===== src/hdl/mtm_map.svh =====
// Register map, field positions, reset values and encodings for the modulo timer.
// Assumes inclusion by the timer package, the timer top module and the bench.
`ifndef MTM_MAP_SVH
`define MTM_MAP_SVH

// Byte addresses of the 32-bit register words
`define MTM_SC_ADDR 8'h00
`define MTM_CLK_ADDR 8'h04
`define MTM_COUNT_HIGH_ADDR 8'h08
`define MTM_MODULO_HIGH_ADDR 8'h0C
`define MTM_MODULO_LOW_ADDR 8'h10
`define MTM_COUNT_LOW_ADDR 8'h14
`define MTM_CTRL_ADDR 8'h18

// Status and control fields
`define MTM_SC_OVF_BIT 7
`define MTM_SC_IEN_BIT 6
`define MTM_SC_RST_BIT 5
`define MTM_SC_HALT_BIT 4

// Clock select fields
`define MTM_CLK_PS_LSB 0
`define MTM_CLK_SRC_LSB 4

// Control word fields: debug halt and software reset request
`define MTM_CTRL_DBG_BIT 0
`define MTM_CTRL_SWRST_BIT 1

// Reset values and the counter maximum
`define MTM_MOD_RESET 16'h0000
`define MTM_CNT_RESET 16'h0000
`define MTM_PS_RESET 4'h0
`define MTM_CNT_MAX 16'hFFFF

// Clock source encodings
`define MTM_SRC_BUS 2'h0
`define MTM_SRC_FIXED 2'h1
`define MTM_SRC_FALL 2'h2
`define MTM_SRC_RISE 2'h3

// AXI responses
`define MTM_RESP_OKAY 2'h0
`define MTM_RESP_SLVERR 2'h2

`endif


===== src/hdl/mtm_pkg.sv =====
// Types shared by the modulo timer.
// Assumes the map header sits beside it.
`include "mtm_map.svh"
package mtm_pkg;
  // Modulo byte latch sequence
  typedef enum logic [2:0] {
    MTM_LAT_IDLE = 3'b001,
    MTM_LAT_HIGH = 3'b010,
    MTM_LAT_LOW = 3'b100
  } mtm_latch_e;
  typedef logic [15:0] mtm_word_t;
endpackage


===== src/hdl/mtm_timer.sv =====
// 16-bit modulo timer with prescaler, clock select and AXI4-Lite registers.
// Assumes the fixed clock enable and count pin are synchronous to ref_clk_i.
`timescale 1ns/1ps
`include "mtm_map.svh"
module mtm_timer (
  input wire logic ref_clk_i,
  input wire logic rst_i,
  input wire logic fixed_freq_clock_i,
  input wire logic ext_count_pin_i,
  input wire logic [7:0] s_axi_awaddr_i,
  input wire logic s_axi_awvalid_i,
  output logic s_axi_awready_o,
  input wire logic [31:0] s_axi_wdata_i,
  input wire logic [3:0] s_axi_wstrb_i,
  input wire logic s_axi_wvalid_i,
  output logic s_axi_wready_o,
  output logic [1:0] s_axi_bresp_o,
  output logic s_axi_bvalid_o,
  input wire logic s_axi_bready_i,
  input wire logic [7:0] s_axi_araddr_i,
  input wire logic s_axi_arvalid_i,
  output logic s_axi_arready_o,
  output logic [31:0] s_axi_rdata_o,
  output logic [1:0] s_axi_rresp_o,
  output logic s_axi_rvalid_o,
  input wire logic s_axi_rready_i,
  output logic overflow_irq_o,
  output mtm_pkg::mtm_word_t count_o
);
  import mtm_pkg::*;

  // Register state
  mtm_word_t count_reg; // Live counter
  mtm_word_t mod_active_reg; // Modulo in effect
  mtm_word_t mod_pending_reg; // Committed, waiting for next overflow or software reset
  logic mod_pending_valid_reg; // Pending value not yet applied
  logic [7:0] buf_high_reg; // Byte latch for the high half
  logic [7:0] buf_low_reg; // Byte latch for the low half
  mtm_latch_e latch_reg; // Which bytes are latched
  logic first_write_reg; // No full modulo write since chip reset
  logic halt_reg; // Counter halt bit
  logic ovf_reg; // Overflow flag
  logic ovf_armed_reg; // Status read seen while flag set
  logic ien_reg; // Overflow interrupt enable
  logic [1:0] src_reg; // Clock source select
  logic [3:0] ps_reg; // Prescale select
  logic debug_halt_mode_reg; // Debug halt mode
  logic pin_prev_reg; // Last sample of count pin
  logic [7:0] prescale_reg; // Prescaler ripple counter

  // Bus handshake state
  logic aw_held_reg;
  logic w_held_reg;
  logic [7:0] awaddr_reg;
  logic [31:0] wdata_reg;
  logic [3:0] wstrb_reg;

  // Decoded events
  logic wr_fire;
  logic rd_fire;
  logic wr_sc;
  logic wr_ctrl;
  logic wr_modulo_high;
  logic wr_modulo_low;
  logic trst;
  logic sw_rst;
  logic src_tick;
  logic pre_tick;
  logic wrap;
  logic overflow;
  logic commit;
  mtm_word_t commit_val;
  logic [7:0] wbyte;

  // Write fires when both address and data are held and no response waits
  assign wr_fire = aw_held_reg && w_held_reg && !s_axi_bvalid_o;
  assign rd_fire = s_axi_arvalid_i && s_axi_arready_o;
  assign wbyte = wdata_reg[7:0];
  assign wr_sc = wr_fire && awaddr_reg == `MTM_SC_ADDR && wstrb_reg[0];
  assign wr_ctrl = wr_fire && awaddr_reg == `MTM_CTRL_ADDR && wstrb_reg[0];
  assign wr_modulo_high = wr_fire && awaddr_reg == `MTM_MODULO_HIGH_ADDR && wstrb_reg[0];
  assign wr_modulo_low = wr_fire && awaddr_reg == `MTM_MODULO_LOW_ADDR && wstrb_reg[0];
  assign trst = wr_sc && wbyte[`MTM_SC_RST_BIT];
  assign sw_rst = wr_ctrl && wbyte[`MTM_CTRL_SWRST_BIT];

  // Source edge selection; the pin is taken as already synchronous
  always_comb begin
    case (src_reg)
      `MTM_SRC_BUS: src_tick = 1'b1;
      `MTM_SRC_FIXED: src_tick = fixed_freq_clock_i;
      `MTM_SRC_FALL: src_tick = pin_prev_reg && !ext_count_pin_i;
      default: src_tick = !pin_prev_reg && ext_count_pin_i;
    endcase
  end

  // Prescaler output: a carry out of the selected ripple stage
  always_comb begin
    if (ps_reg[3]) begin
      pre_tick = src_tick && (&prescale_reg);
    end else if (ps_reg == `MTM_PS_RESET) begin
      pre_tick = src_tick;
    end else begin
      pre_tick = src_tick && ((prescale_reg | ~((8'h01 << ps_reg[2:0]) - 8'h01)) == 8'hFF);
    end
  end

  // Wrap at the modulo, or at all-ones when modulo is zero
  assign wrap = (mod_active_reg == `MTM_MOD_RESET) ? (count_reg == `MTM_CNT_MAX)
                                                   : (count_reg == mod_active_reg);
  assign overflow = !halt_reg && pre_tick && wrap;

  // Second byte of a pair completes the commit; frozen while in debug halt
  assign commit = !debug_halt_mode_reg && ((wr_modulo_high && latch_reg == MTM_LAT_LOW) ||
                  (wr_modulo_low && latch_reg == MTM_LAT_HIGH));
  assign commit_val = wr_modulo_high ? {wbyte, buf_low_reg} : {buf_high_reg, wbyte};

  // Pin history for edge detection
  always_ff @(posedge ref_clk_i) begin
    if (rst_i) begin
      pin_prev_reg <= ext_count_pin_i; // Start at the pin's level: no false edge after reset
    end else begin
      pin_prev_reg <= ext_count_pin_i;
    end
  end

  // Prescaler advances on each source tick while not halted; not cleared by a select change
  always_ff @(posedge ref_clk_i) begin
    if (rst_i || trst) begin
      prescale_reg <= 8'h00;
    end else if (!halt_reg && src_tick) begin
      prescale_reg <= prescale_reg + 8'h01;
    end
  end

  // Byte latch sequence
  always_ff @(posedge ref_clk_i) begin
    if (rst_i || trst) begin
      latch_reg <= MTM_LAT_IDLE;
      buf_high_reg <= 8'h00;
      buf_low_reg <= 8'h00;
    end else if (!debug_halt_mode_reg) begin
      if (commit) begin
        latch_reg <= MTM_LAT_IDLE;
      end else if (wr_modulo_high) begin
        buf_high_reg <= wbyte;
        latch_reg <= MTM_LAT_HIGH;
      end else if (wr_modulo_low) begin
        buf_low_reg <= wbyte;
        latch_reg <= MTM_LAT_LOW;
      end
    end
  end

  // Active and pending modulo, and the counter itself
  always_ff @(posedge ref_clk_i) begin
    if (rst_i) begin
      mod_active_reg <= `MTM_MOD_RESET;
      mod_pending_reg <= `MTM_MOD_RESET;
      mod_pending_valid_reg <= 1'b0;
      first_write_reg <= 1'b1;
      count_reg <= `MTM_CNT_RESET;
    end else if (debug_halt_mode_reg && (wr_modulo_high || wr_modulo_low)) begin
      if (wr_modulo_high) begin
        mod_active_reg <= {wbyte, mod_active_reg[7:0]};
      end else begin
        mod_active_reg <= {mod_active_reg[15:8], wbyte};
      end
      count_reg <= `MTM_CNT_RESET;
    end else if (commit && first_write_reg) begin
      mod_active_reg <= commit_val;
      first_write_reg <= 1'b0;
      mod_pending_valid_reg <= 1'b0;
      count_reg <= `MTM_CNT_RESET;
    end else if (sw_rst) begin
      if (mod_pending_valid_reg) begin
        mod_active_reg <= mod_pending_reg;
      end
      mod_pending_valid_reg <= 1'b0;
      count_reg <= `MTM_CNT_RESET;
    end else begin
      if (commit) begin
        mod_pending_reg <= commit_val;
        mod_pending_valid_reg <= 1'b1;
      end else if (overflow && mod_pending_valid_reg) begin
        mod_active_reg <= mod_pending_reg;
        mod_pending_valid_reg <= 1'b0;
      end
      if (trst) begin
        count_reg <= `MTM_CNT_RESET;
      end else if (overflow) begin
        count_reg <= `MTM_CNT_RESET;
      end else if (!halt_reg && pre_tick) begin
        count_reg <= count_reg + 16'h0001;
      end
    end
  end

  // Status and control bits
  always_ff @(posedge ref_clk_i) begin
    if (rst_i || sw_rst) begin
      halt_reg <= 1'b1;
      ien_reg <= 1'b0;
    end else if (wr_sc) begin
      halt_reg <= wbyte[`MTM_SC_HALT_BIT];
      ien_reg <= wbyte[`MTM_SC_IEN_BIT];
    end
  end

  // Overflow flag: set wins over the two-step clear
  always_ff @(posedge ref_clk_i) begin
    if (rst_i || sw_rst) begin
      ovf_reg <= 1'b0;
      ovf_armed_reg <= 1'b0;
    end else if (overflow) begin
      ovf_reg <= 1'b1;
      ovf_armed_reg <= 1'b0;
    end else if (trst) begin
      ovf_reg <= 1'b0;
      ovf_armed_reg <= 1'b0;
    end else if (wr_sc && !wbyte[`MTM_SC_OVF_BIT] && ovf_armed_reg) begin
      ovf_reg <= 1'b0;
      ovf_armed_reg <= 1'b0;
    end else if (rd_fire && s_axi_araddr_i == `MTM_SC_ADDR && ovf_reg) begin
      ovf_armed_reg <= 1'b1;
    end
  end

  // Clock select and debug halt controls
  always_ff @(posedge ref_clk_i) begin
    if (rst_i) begin
      src_reg <= `MTM_SRC_BUS;
      ps_reg <= `MTM_PS_RESET;
      debug_halt_mode_reg <= 1'b0;
    end else begin
      if (wr_fire && awaddr_reg == `MTM_CLK_ADDR && wstrb_reg[0]) begin
        src_reg <= wbyte[`MTM_CLK_SRC_LSB +: 2];
        ps_reg <= wbyte[`MTM_CLK_PS_LSB +: 4];
      end
      if (wr_ctrl) begin
        debug_halt_mode_reg <= wbyte[`MTM_CTRL_DBG_BIT];
      end
    end
  end

  // Interrupt request and counter view, both registered
  always_ff @(posedge ref_clk_i) begin
    if (rst_i) begin
      overflow_irq_o <= 1'b0;
      count_o <= `MTM_CNT_RESET;
    end else begin
      overflow_irq_o <= ovf_reg && ien_reg;
      count_o <= count_reg;
    end
  end

  // Write channels: take address and data in either order
  always_ff @(posedge ref_clk_i) begin
    if (rst_i) begin
      aw_held_reg <= 1'b0;
      w_held_reg <= 1'b0;
      awaddr_reg <= 8'h00;
      wdata_reg <= 32'h0000_0000;
      wstrb_reg <= 4'h0;
      s_axi_bvalid_o <= 1'b0;
      s_axi_bresp_o <= `MTM_RESP_OKAY;
    end else begin
      if (s_axi_awvalid_i && s_axi_awready_o) begin
        aw_held_reg <= 1'b1;
        awaddr_reg <= s_axi_awaddr_i;
      end
      if (s_axi_wvalid_i && s_axi_wready_o) begin
        w_held_reg <= 1'b1;
        wdata_reg <= s_axi_wdata_i;
        wstrb_reg <= s_axi_wstrb_i;
      end
      if (wr_fire) begin
        aw_held_reg <= 1'b0;
        w_held_reg <= 1'b0;
        s_axi_bvalid_o <= 1'b1;
        // Unmapped or counter addresses answer with a slave error
        if (awaddr_reg == `MTM_SC_ADDR || awaddr_reg == `MTM_CLK_ADDR ||
            awaddr_reg == `MTM_MODULO_HIGH_ADDR || awaddr_reg == `MTM_MODULO_LOW_ADDR ||
            awaddr_reg == `MTM_CTRL_ADDR) begin
          s_axi_bresp_o <= `MTM_RESP_OKAY;
        end else begin
          s_axi_bresp_o <= `MTM_RESP_SLVERR;
        end
      end else if (s_axi_bvalid_o && s_axi_bready_i) begin
        s_axi_bvalid_o <= 1'b0;
      end
    end
  end

  // Ready outputs are registered: open only while the slot is empty
  always_ff @(posedge ref_clk_i) begin
    if (rst_i) begin
      s_axi_awready_o <= 1'b0;
      s_axi_wready_o <= 1'b0;
      s_axi_arready_o <= 1'b0;
    end else begin
      s_axi_awready_o <= !aw_held_reg && !(s_axi_awvalid_i && s_axi_awready_o) &&
                         !s_axi_bvalid_o && !wr_fire;
      s_axi_wready_o <= !w_held_reg && !(s_axi_wvalid_i && s_axi_wready_o) &&
                        !s_axi_bvalid_o && !wr_fire;
      s_axi_arready_o <= !s_axi_rvalid_o && !rd_fire;
    end
  end

  // Read channel: one cycle after the address is taken
  always_ff @(posedge ref_clk_i) begin
    if (rst_i) begin
      s_axi_rvalid_o <= 1'b0;
      s_axi_rdata_o <= 32'h0000_0000;
      s_axi_rresp_o <= `MTM_RESP_OKAY;
    end else if (rd_fire) begin
      s_axi_rvalid_o <= 1'b1;
      s_axi_rresp_o <= `MTM_RESP_OKAY;
      case (s_axi_araddr_i)
        `MTM_SC_ADDR: s_axi_rdata_o <= {24'h000000, ovf_reg, ien_reg, 1'b0, halt_reg, 4'h0};
        `MTM_CLK_ADDR: s_axi_rdata_o <= {24'h000000, 2'h0, src_reg, ps_reg};
        `MTM_COUNT_HIGH_ADDR: s_axi_rdata_o <= {24'h000000, count_reg[15:8]};
        `MTM_COUNT_LOW_ADDR: s_axi_rdata_o <= {24'h000000, count_reg[7:0]};
        `MTM_MODULO_HIGH_ADDR: s_axi_rdata_o <= {24'h000000, mod_active_reg[15:8]};
        `MTM_MODULO_LOW_ADDR: s_axi_rdata_o <= {24'h000000, mod_active_reg[7:0]};
        `MTM_CTRL_ADDR: s_axi_rdata_o <= {30'h00000000, 1'b0, debug_halt_mode_reg};
        default: begin
          s_axi_rdata_o <= 32'h0000_0000;
          s_axi_rresp_o <= `MTM_RESP_SLVERR;
        end
      endcase
    end else if (s_axi_rvalid_o && s_axi_rready_i) begin
      s_axi_rvalid_o <= 1'b0;
    end
  end
endmodule


===== config.mk =====
export PLATFORM = sky130hd
export DESIGN_NAME = mtm_timer
export DESIGN_NICKNAME = d
export VERILOG_FILES = /design/src/hdl/mtm_pkg.sv /design/src/hdl/mtm_timer.sv
export VERILOG_INCLUDE_DIRS = /design/src /design/src/hdl
export SDC_FILE = /design/constraint.sdc
export NUM_CORES = 1
export LEC_CHECK = 0
export ABC_AREA = 1
export BUFFER_PORTS_ARGS = -buffer_cell sky130_fd_sc_hd__buf_4
export CAP_MARGIN = 20
export CORE_ASPECT_RATIO = 1.4
export CORE_UTILIZATION = 50
export CTS_CLUSTER_DIAMETER = 80
export DETAILED_ROUTE_END_ITERATION = 10
export PLACE_DENSITY = 0.72
export SYNTH_ARGS = -nofsm -noshare
export SYNTH_HDL_FRONTEND = slang
export SYNTH_SLANG_ARGS = --single-unit

===== constraint.sdc =====
create_clock -name ref_clk_i -period 3.1 [get_ports ref_clk_i]
set_input_delay 0.155 -clock ref_clk_i [delete_from_list [all_inputs] [get_ports ref_clk_i]]
set_output_delay 0.155 -clock ref_clk_i [all_outputs]
set_load 0.05 [all_outputs]

==> qor.yml, run 1 <==
status: "completed"
synthDistinctLibCells: 48
critPathKind: "flip-flop to flip-flop"
path_clk_slew_ps: 60
grt_pass1_vias: 6544
synthFlopType: "dfxtp_1"
holdWs_ps: 1.78
synth_edf_count: 0
syn_avg_cell_area_sq_um: 6.72
synth_warnings: 0
rows: 51
die_h_um: 143
post-place-cells: 1292
die_width_um: 103
r2r_slack_ps: 450
reg2reg_to: "count_reg[6]$_SDFFE_PP0P_"
drc: 0
dieArea_sq_um: 14800
root_buffer: "clkbuf_16"
synth-async-reset-ratio: 0
clk_latency_ps: 430
cts_buffers: 17
worst_ep_required_time_ps: 3440
cts_tree: "yes"
grt_max_degree: 36
min_to: "awaddr_reg[2]$_SDFFE_PP0P_"
synth_most_common_cell: "nand2_1"
vias_per_cell: 5.25
core_area_sq_um: 13900
synth_top_area_frac: 0.392
pre_cts_ws_ps: 491
routedWlPerCell_um: 14.3
drt_first_pass_iters: 5
cp_max_fo: 35
grt_antenna_before_repair: 0
p_per_area_nw_per_um2: 507
p_total_mw: 4.25
timing.rr.start: "mod_active_reg[2]$_SDFFE_PP0P_"
dpl.hpwl_um: 14000
min_from: "s_axi_awaddr_i[2]"
area_growth_pct: 17.3
cts_buffer_depth: 2
arrival_ps: 2990
clock.fmax_mhz: 377
vias: 6983
grt_pass1_wl_um: 31200
hold_path.class: "input port to flip-flop"
finalSetupTns_ps: 0
wl_um: 19100
synthCells: 1064
port_buffers: 65
syn_area_sq_um: 7150
seq_area_frac_synth: 0.392
ios: 119
grt_overflow: 0
post-cts-setup-buffers: 0
cap_violations: 0
ys_ff_latch: 140
fin_ws_ps: 448
ant_nets: 0
cts.htree.levels: 4
grt.total_usage: 0.277
synth.largest_area_cell: "dfxtp_1"
tightest_slew_ps: 825
fin_crit_ps: 2650
setup_viol: 0
timing.final.crit_share: 0.855
initial_utilization: 0.514
rsz0062_at_grt: "false"
cp-start-kind: "flip-flop"
final_cell_count_no_fill: 1331
min_delay_path_depth: 3
synth_common_cells: "251 x nand2_1, 140 x dfxtp_1, 125 x nor2_1, 122 x inv_1, 99 x a21oi_1"
p_leak_nw: 3.54
skew_ps: 6.52
drive_gt1_frac: 0.126
fin_nets: 1196
drv_slew: 0
final-hold-violation-count: 0
ir_drop_mv: 0.295
place_congestion: 0.953
slew_headroom: 0.448
worstRegToRegCells: 12
drtIter0Drc: 333
antenna_cells: 0
ys_top_cells_by_area: "dfxtp_1 39%, nand2_1 13%, a21oi_1 6.9%"
cp-end-kind: "flip-flop"
cts_sinks: 140
logic make-up after synthesis:
| kind of cell | after synthesis | synth area share |
|---|---|---|
| xor gates and xnor gates | 4 | 0.00490 |
| DFF | 140 | 0.392 |
| adders and majority gates | 2 | 0.00350 |
| buffers and inverters | 189 | 0.117 |
| other | 1 | 0.000525 |
| and+or+nand+nor | 509 | 0.315 |
| AOI/OAI and AO/OA | 219 | 0.167 |
worst max-delay path by stage:
stage / to / slack [ps] / start / cells past startpoint
after global placement: count_reg[2]$_SDFFE_PP0P_ / 520 / mod_active_reg[0]$_SDFFE_PP0P_ / 12
final: count_reg[6]$_SDFFE_PP0P_ / 450 / mod_active_reg[2]$_SDFFE_PP0P_ / 12
after CTS: count_reg[6]$_SDFFE_PP0P_ / 460 / mod_active_reg[2]$_SDFFE_PP0P_ / 12
after global routing: count_reg[6]$_SDFFE_PP0P_ / 110 / mod_active_reg[4]$_SDFFE_PP0P_ / 12
after floorplan: count_reg[10]$_SDFFE_PP0P_ / 950 / s_axi_bvalid_o$_SDFFE_PP0P_ / 11
after detailed placement: count_reg[6]$_SDFFE_PP0P_ / 490 / mod_active_reg[0]$_SDFFE_PP0P_ / 12
critical path, cell delays in order (launching register included):
cell and delay (ps):
dfxtp_1 320, nor2_1 110, nand2_1 70, nor2_1 160
nand2_2 360, nand2_1 180, xor2_1 220, nor2_1 60
nand2_1 60, nor2_1 40, nand3_1 170, nand4_2 460
nor3b_1 330
layout by cell type, fill, tap and decap left out, types with 5 or more instances in the layout:
cell type      count
clkinvlp_4         5
o21ai_0           81
dfxtp_1          140
buf_4             74
nand3_1           49
nor3_1            23
conb_1            26
a31oi_1            5
a21oi_1           99
nor4_1             6
nor3b_1            6
nand2_1          251
dlygate4sd3_1      7
nor2_2             6
a211oi_1          12
a221oi_1           5
inv_2              8
clkbuf_16         17
nand2_2            6
nand3_2            5
nor2_1           125
nand4_1           16
inv_1            122
cell type report:
cell class | instances | area, sq um
sequential | 140 | 2800
tap | 185 | 231
clock inverter | 10 | 138
multi-input combinational | 760 | 3600
clock buffer | 22 | 484
timing repair buffer | 81 | 626
inverter | 133 | 500
fill | 1371 | 5530
routing by layer:
metal | part of all wire | vias up | global-route usage
met5 | 0 | - | 0
met4 | 0.054 | 0 | 0.191
met3 | 0.045 | 73 | 0.0491
met2 | 0.49 | 204 | 0.464
met1 | 0.41 | 3143 | 0.315
li1 | - | 3563 | -
metrics by stage:
step | util | cell area [sq um]
detailed placement | 0.553 | 7690
floorplan | - | 7240
CTS | 0.603 | 8380
global placement | 0.553 | 7690
global route | 0.603 | 8380
finish | 0.603 | 8380
timing repair:
item / 4_1_cts / 5_1_grt
hold endpoints to repair: 7 / 0
hold buffers: 7 / 0
resized for setup: 0 / 0
power breakdown:
group          switching, mW  internal, mW  total, mW
Clock                  0.775          1.35       2.12
Combinational          0.209        0.0753      0.284
Sequential            0.0212          1.83       1.85
No activity file was read; power rests on OpenSTA's default activity.
==> inputs of run 2 (changes only) <==
--- a/config.mk
+++ b/config.mk
@@ -13,7 +13,7 @@
 export CORE_UTILIZATION = 50
 export CTS_CLUSTER_DIAMETER = 80
 export DETAILED_ROUTE_END_ITERATION = 10
-export PLACE_DENSITY = 0.72
+export PLACE_DENSITY = 0.8
 export SYNTH_ARGS = -nofsm -noshare
 export SYNTH_HDL_FRONTEND = slang
 export SYNTH_SLANG_ARGS = --single-unit
==> run 2 against run 1 <==
Core utilization is 0.32 points lower. First-iteration DRC count is 11% higher. Sequential power hardly changed. Maximum frequency is 0.28% higher. Routed wire length is 1.1% lower. Clock skew is 7.8 ps higher. Global-route usage is 0.61 points lower. Clock power is 2% higher.
==> qor.yml, run 2 (synthesis results as in run 1) <==
regArea_sq_um: 2800
drv_slew: 0
arrival_ps: 2970
cts_sinks: 140
final_cell_count_no_fill: 1325
drtIter0Drc: 368
tightest_slew_ps: 833
initial_utilization: 0.514
grt_pass1_wl_um: 31000
skew_ps: 14.3
critical_path_cell_count: 12
grt.total_usage: 0.271
clk_latency_ps: 420
pwr-share-clk: 0.504
worstRegToRegCells: 12
p_total_mw: 4.29
core_area_sq_um: 13900
ios: 119
cp-start-kind: "flip-flop"
status: "completed"
p_per_area_nw_per_um2: 514
die_width_um: 103
grt_overflow: 0
cts-resized-gates: 0
root_buffer: "clkbuf_16"
cp_slowest_cell: "nand4_2"
worst_ep_required_time_ps: 3430
cts_tree: "yes"
combinationalPowerShare: 0.065
rsz0062_at_grt: "false"
cap_violations: 0
grt_max_degree: 36
post-place-cells: 1291
vias: 7103
cp_max_fo: 35
path_buf_inv: 0
reg2reg_to: "count_reg[4]$_SDFFE_PP0P_"
timing.rr.start: "mod_active_reg[4]$_SDFFE_PP0P_"
r2r_slack_ps: 460
critPathTopFamily: "simple AND/OR/NAND/NOR gates"
hold_buffers: 3
mostFrequentLayoutCells: "251 x nand2_1, 140 x dfxtp_1, 125 x nor2_1"
final_common_cell: "nand2_1"
slew_headroom: 0.442
cts.htree.levels: 4
critPathKind: "flip-flop to flip-flop"
finalSetupTns_ps: 0
routedWlPerCell_um: 14.2
pre_cts_ws_ps: 487
clock.fmax_mhz: 378
dpl.hpwl_um: 13800
dieArea_sq_um: 14800
internal-power_mw: 3.28
crit_path_cell_trace: "nor2_1 > nand2_1 > nor2_1 > nand2_2 > nand2_1 > xor2_1 > nor2_1 > nand2_1 > nor2_1 > nand3_1 > nand4_2 > nor3b_1"
fillers: 1348
worstSetupStartpoint: "mod_active_reg[4]$_SDFFE_PP0P_"
switching_share: 0.234
post-cts-setup-buffers: 0
timing.final.crit_share: 0.853
cp-end-kind: "flip-flop"
die_h_um: 143
slowest_delay_ps: 430
final-hold-violation-count: 0
drive_gt1_frac: 0.124
p_leak_nw: 3.52
drt_first_pass_iters: 5
vias_per_cell: 5.36
cts_buffer_depth: 2
wl_um: 18900
cts_buffers: 17
grt_antenna_before_repair: 0
pwr-share-seq: 0.431
antenna_cells: 0
hold_path.class: "input port to flip-flop"
ir_drop_mv: 0.248
switching_power_mw: 1.00
place_congestion: 0.959
cp_common_cell: "nor2_1"
fin_nets: 1191
grt_pass1_vias: 6721
multi_input_area_sq_um: 3600
setup_viol: 0
port_buffers: 65
fin_crit_ps: 2640
final_core_util: 0.599
crit_end: "count_reg[4]$_SDFFE_PP0P_"
area_growth_pct: 16.6
drc: 0
fin_ws_ps: 456
path_clk_slew_ps: 60
ant_nets: 0
rows: 51
-- run 2: metrics by stage --
step / cell area [sq um] / hold slack [ps]
final: 8340 / 15.7
after global routing: 8340 / 24.7
after CTS: 8340 / 6.61
after detailed placement: 7680 / 282
after global placement: 7680 / 280
after floorplan: 7240 / 183
-- run 2: routing by layer --
layer | vias up | track usage | wire (um)
met3 | 68 | 0.0399 | 784
met1 | 3237 | 0.298 | 7480
met2 | 246 | 0.479 | 9550
li1 | 3552 | - | -
met5 | - | 0 | 0
met4 | 0 | 0.172 | 1050
-- run 2: worst min path at each step --
stage	from	to	slack, ps	depth (start not counted)
6_report	s_axi_awaddr_i[1]	awaddr_reg[1]$_SDFFE_PP0P_	20	3
5_1_grt	s_axi_awaddr_i[7]	awaddr_reg[7]$_SDFFE_PP0P_	20	3
3_3_place_gp	ext_count_pin_i	pin_prev_reg$_DFF_P_	280	1
2_1_floorplan	ext_count_pin_i	pin_prev_reg$_DFF_P_	180	0
4_1_cts	s_axi_awaddr_i[1]	awaddr_reg[1]$_SDFFE_PP0P_	7	3
3_5_place_dp	ext_count_pin_i	pin_prev_reg$_DFF_P_	280	1
-- run 2: tightest hold or removal path, cell delays in order --
cell and delay (ps):
buf_4 70, o21ai_0 80, nor2_1 90
-- run 2: power by group through the flow --
| stage | registers (mW) | clock network, mW | logic, mW |
|---|---|---|---|
| global route | 1.85 | 2.25 | 0.307 |
| floorplan | 1.90 | 0 | 0.205 |
| detailed placement | 1.89 | 0 | 0.275 |
| CTS | 1.85 | 2.18 | 0.279 |
| finish | 1.85 | 2.16 | 0.279 |
| global placement | 1.89 | 0 | 0.271 |
-- run 2: cell type report --
cell class                 count  area share
inverter                     133      0.0600
timing repair buffer          76      0.0693
multi-input combinational    760       0.432
sequential                   140       0.336
clock buffer                  21      0.0552
tap                          185      0.0278
clock inverter                10      0.0197
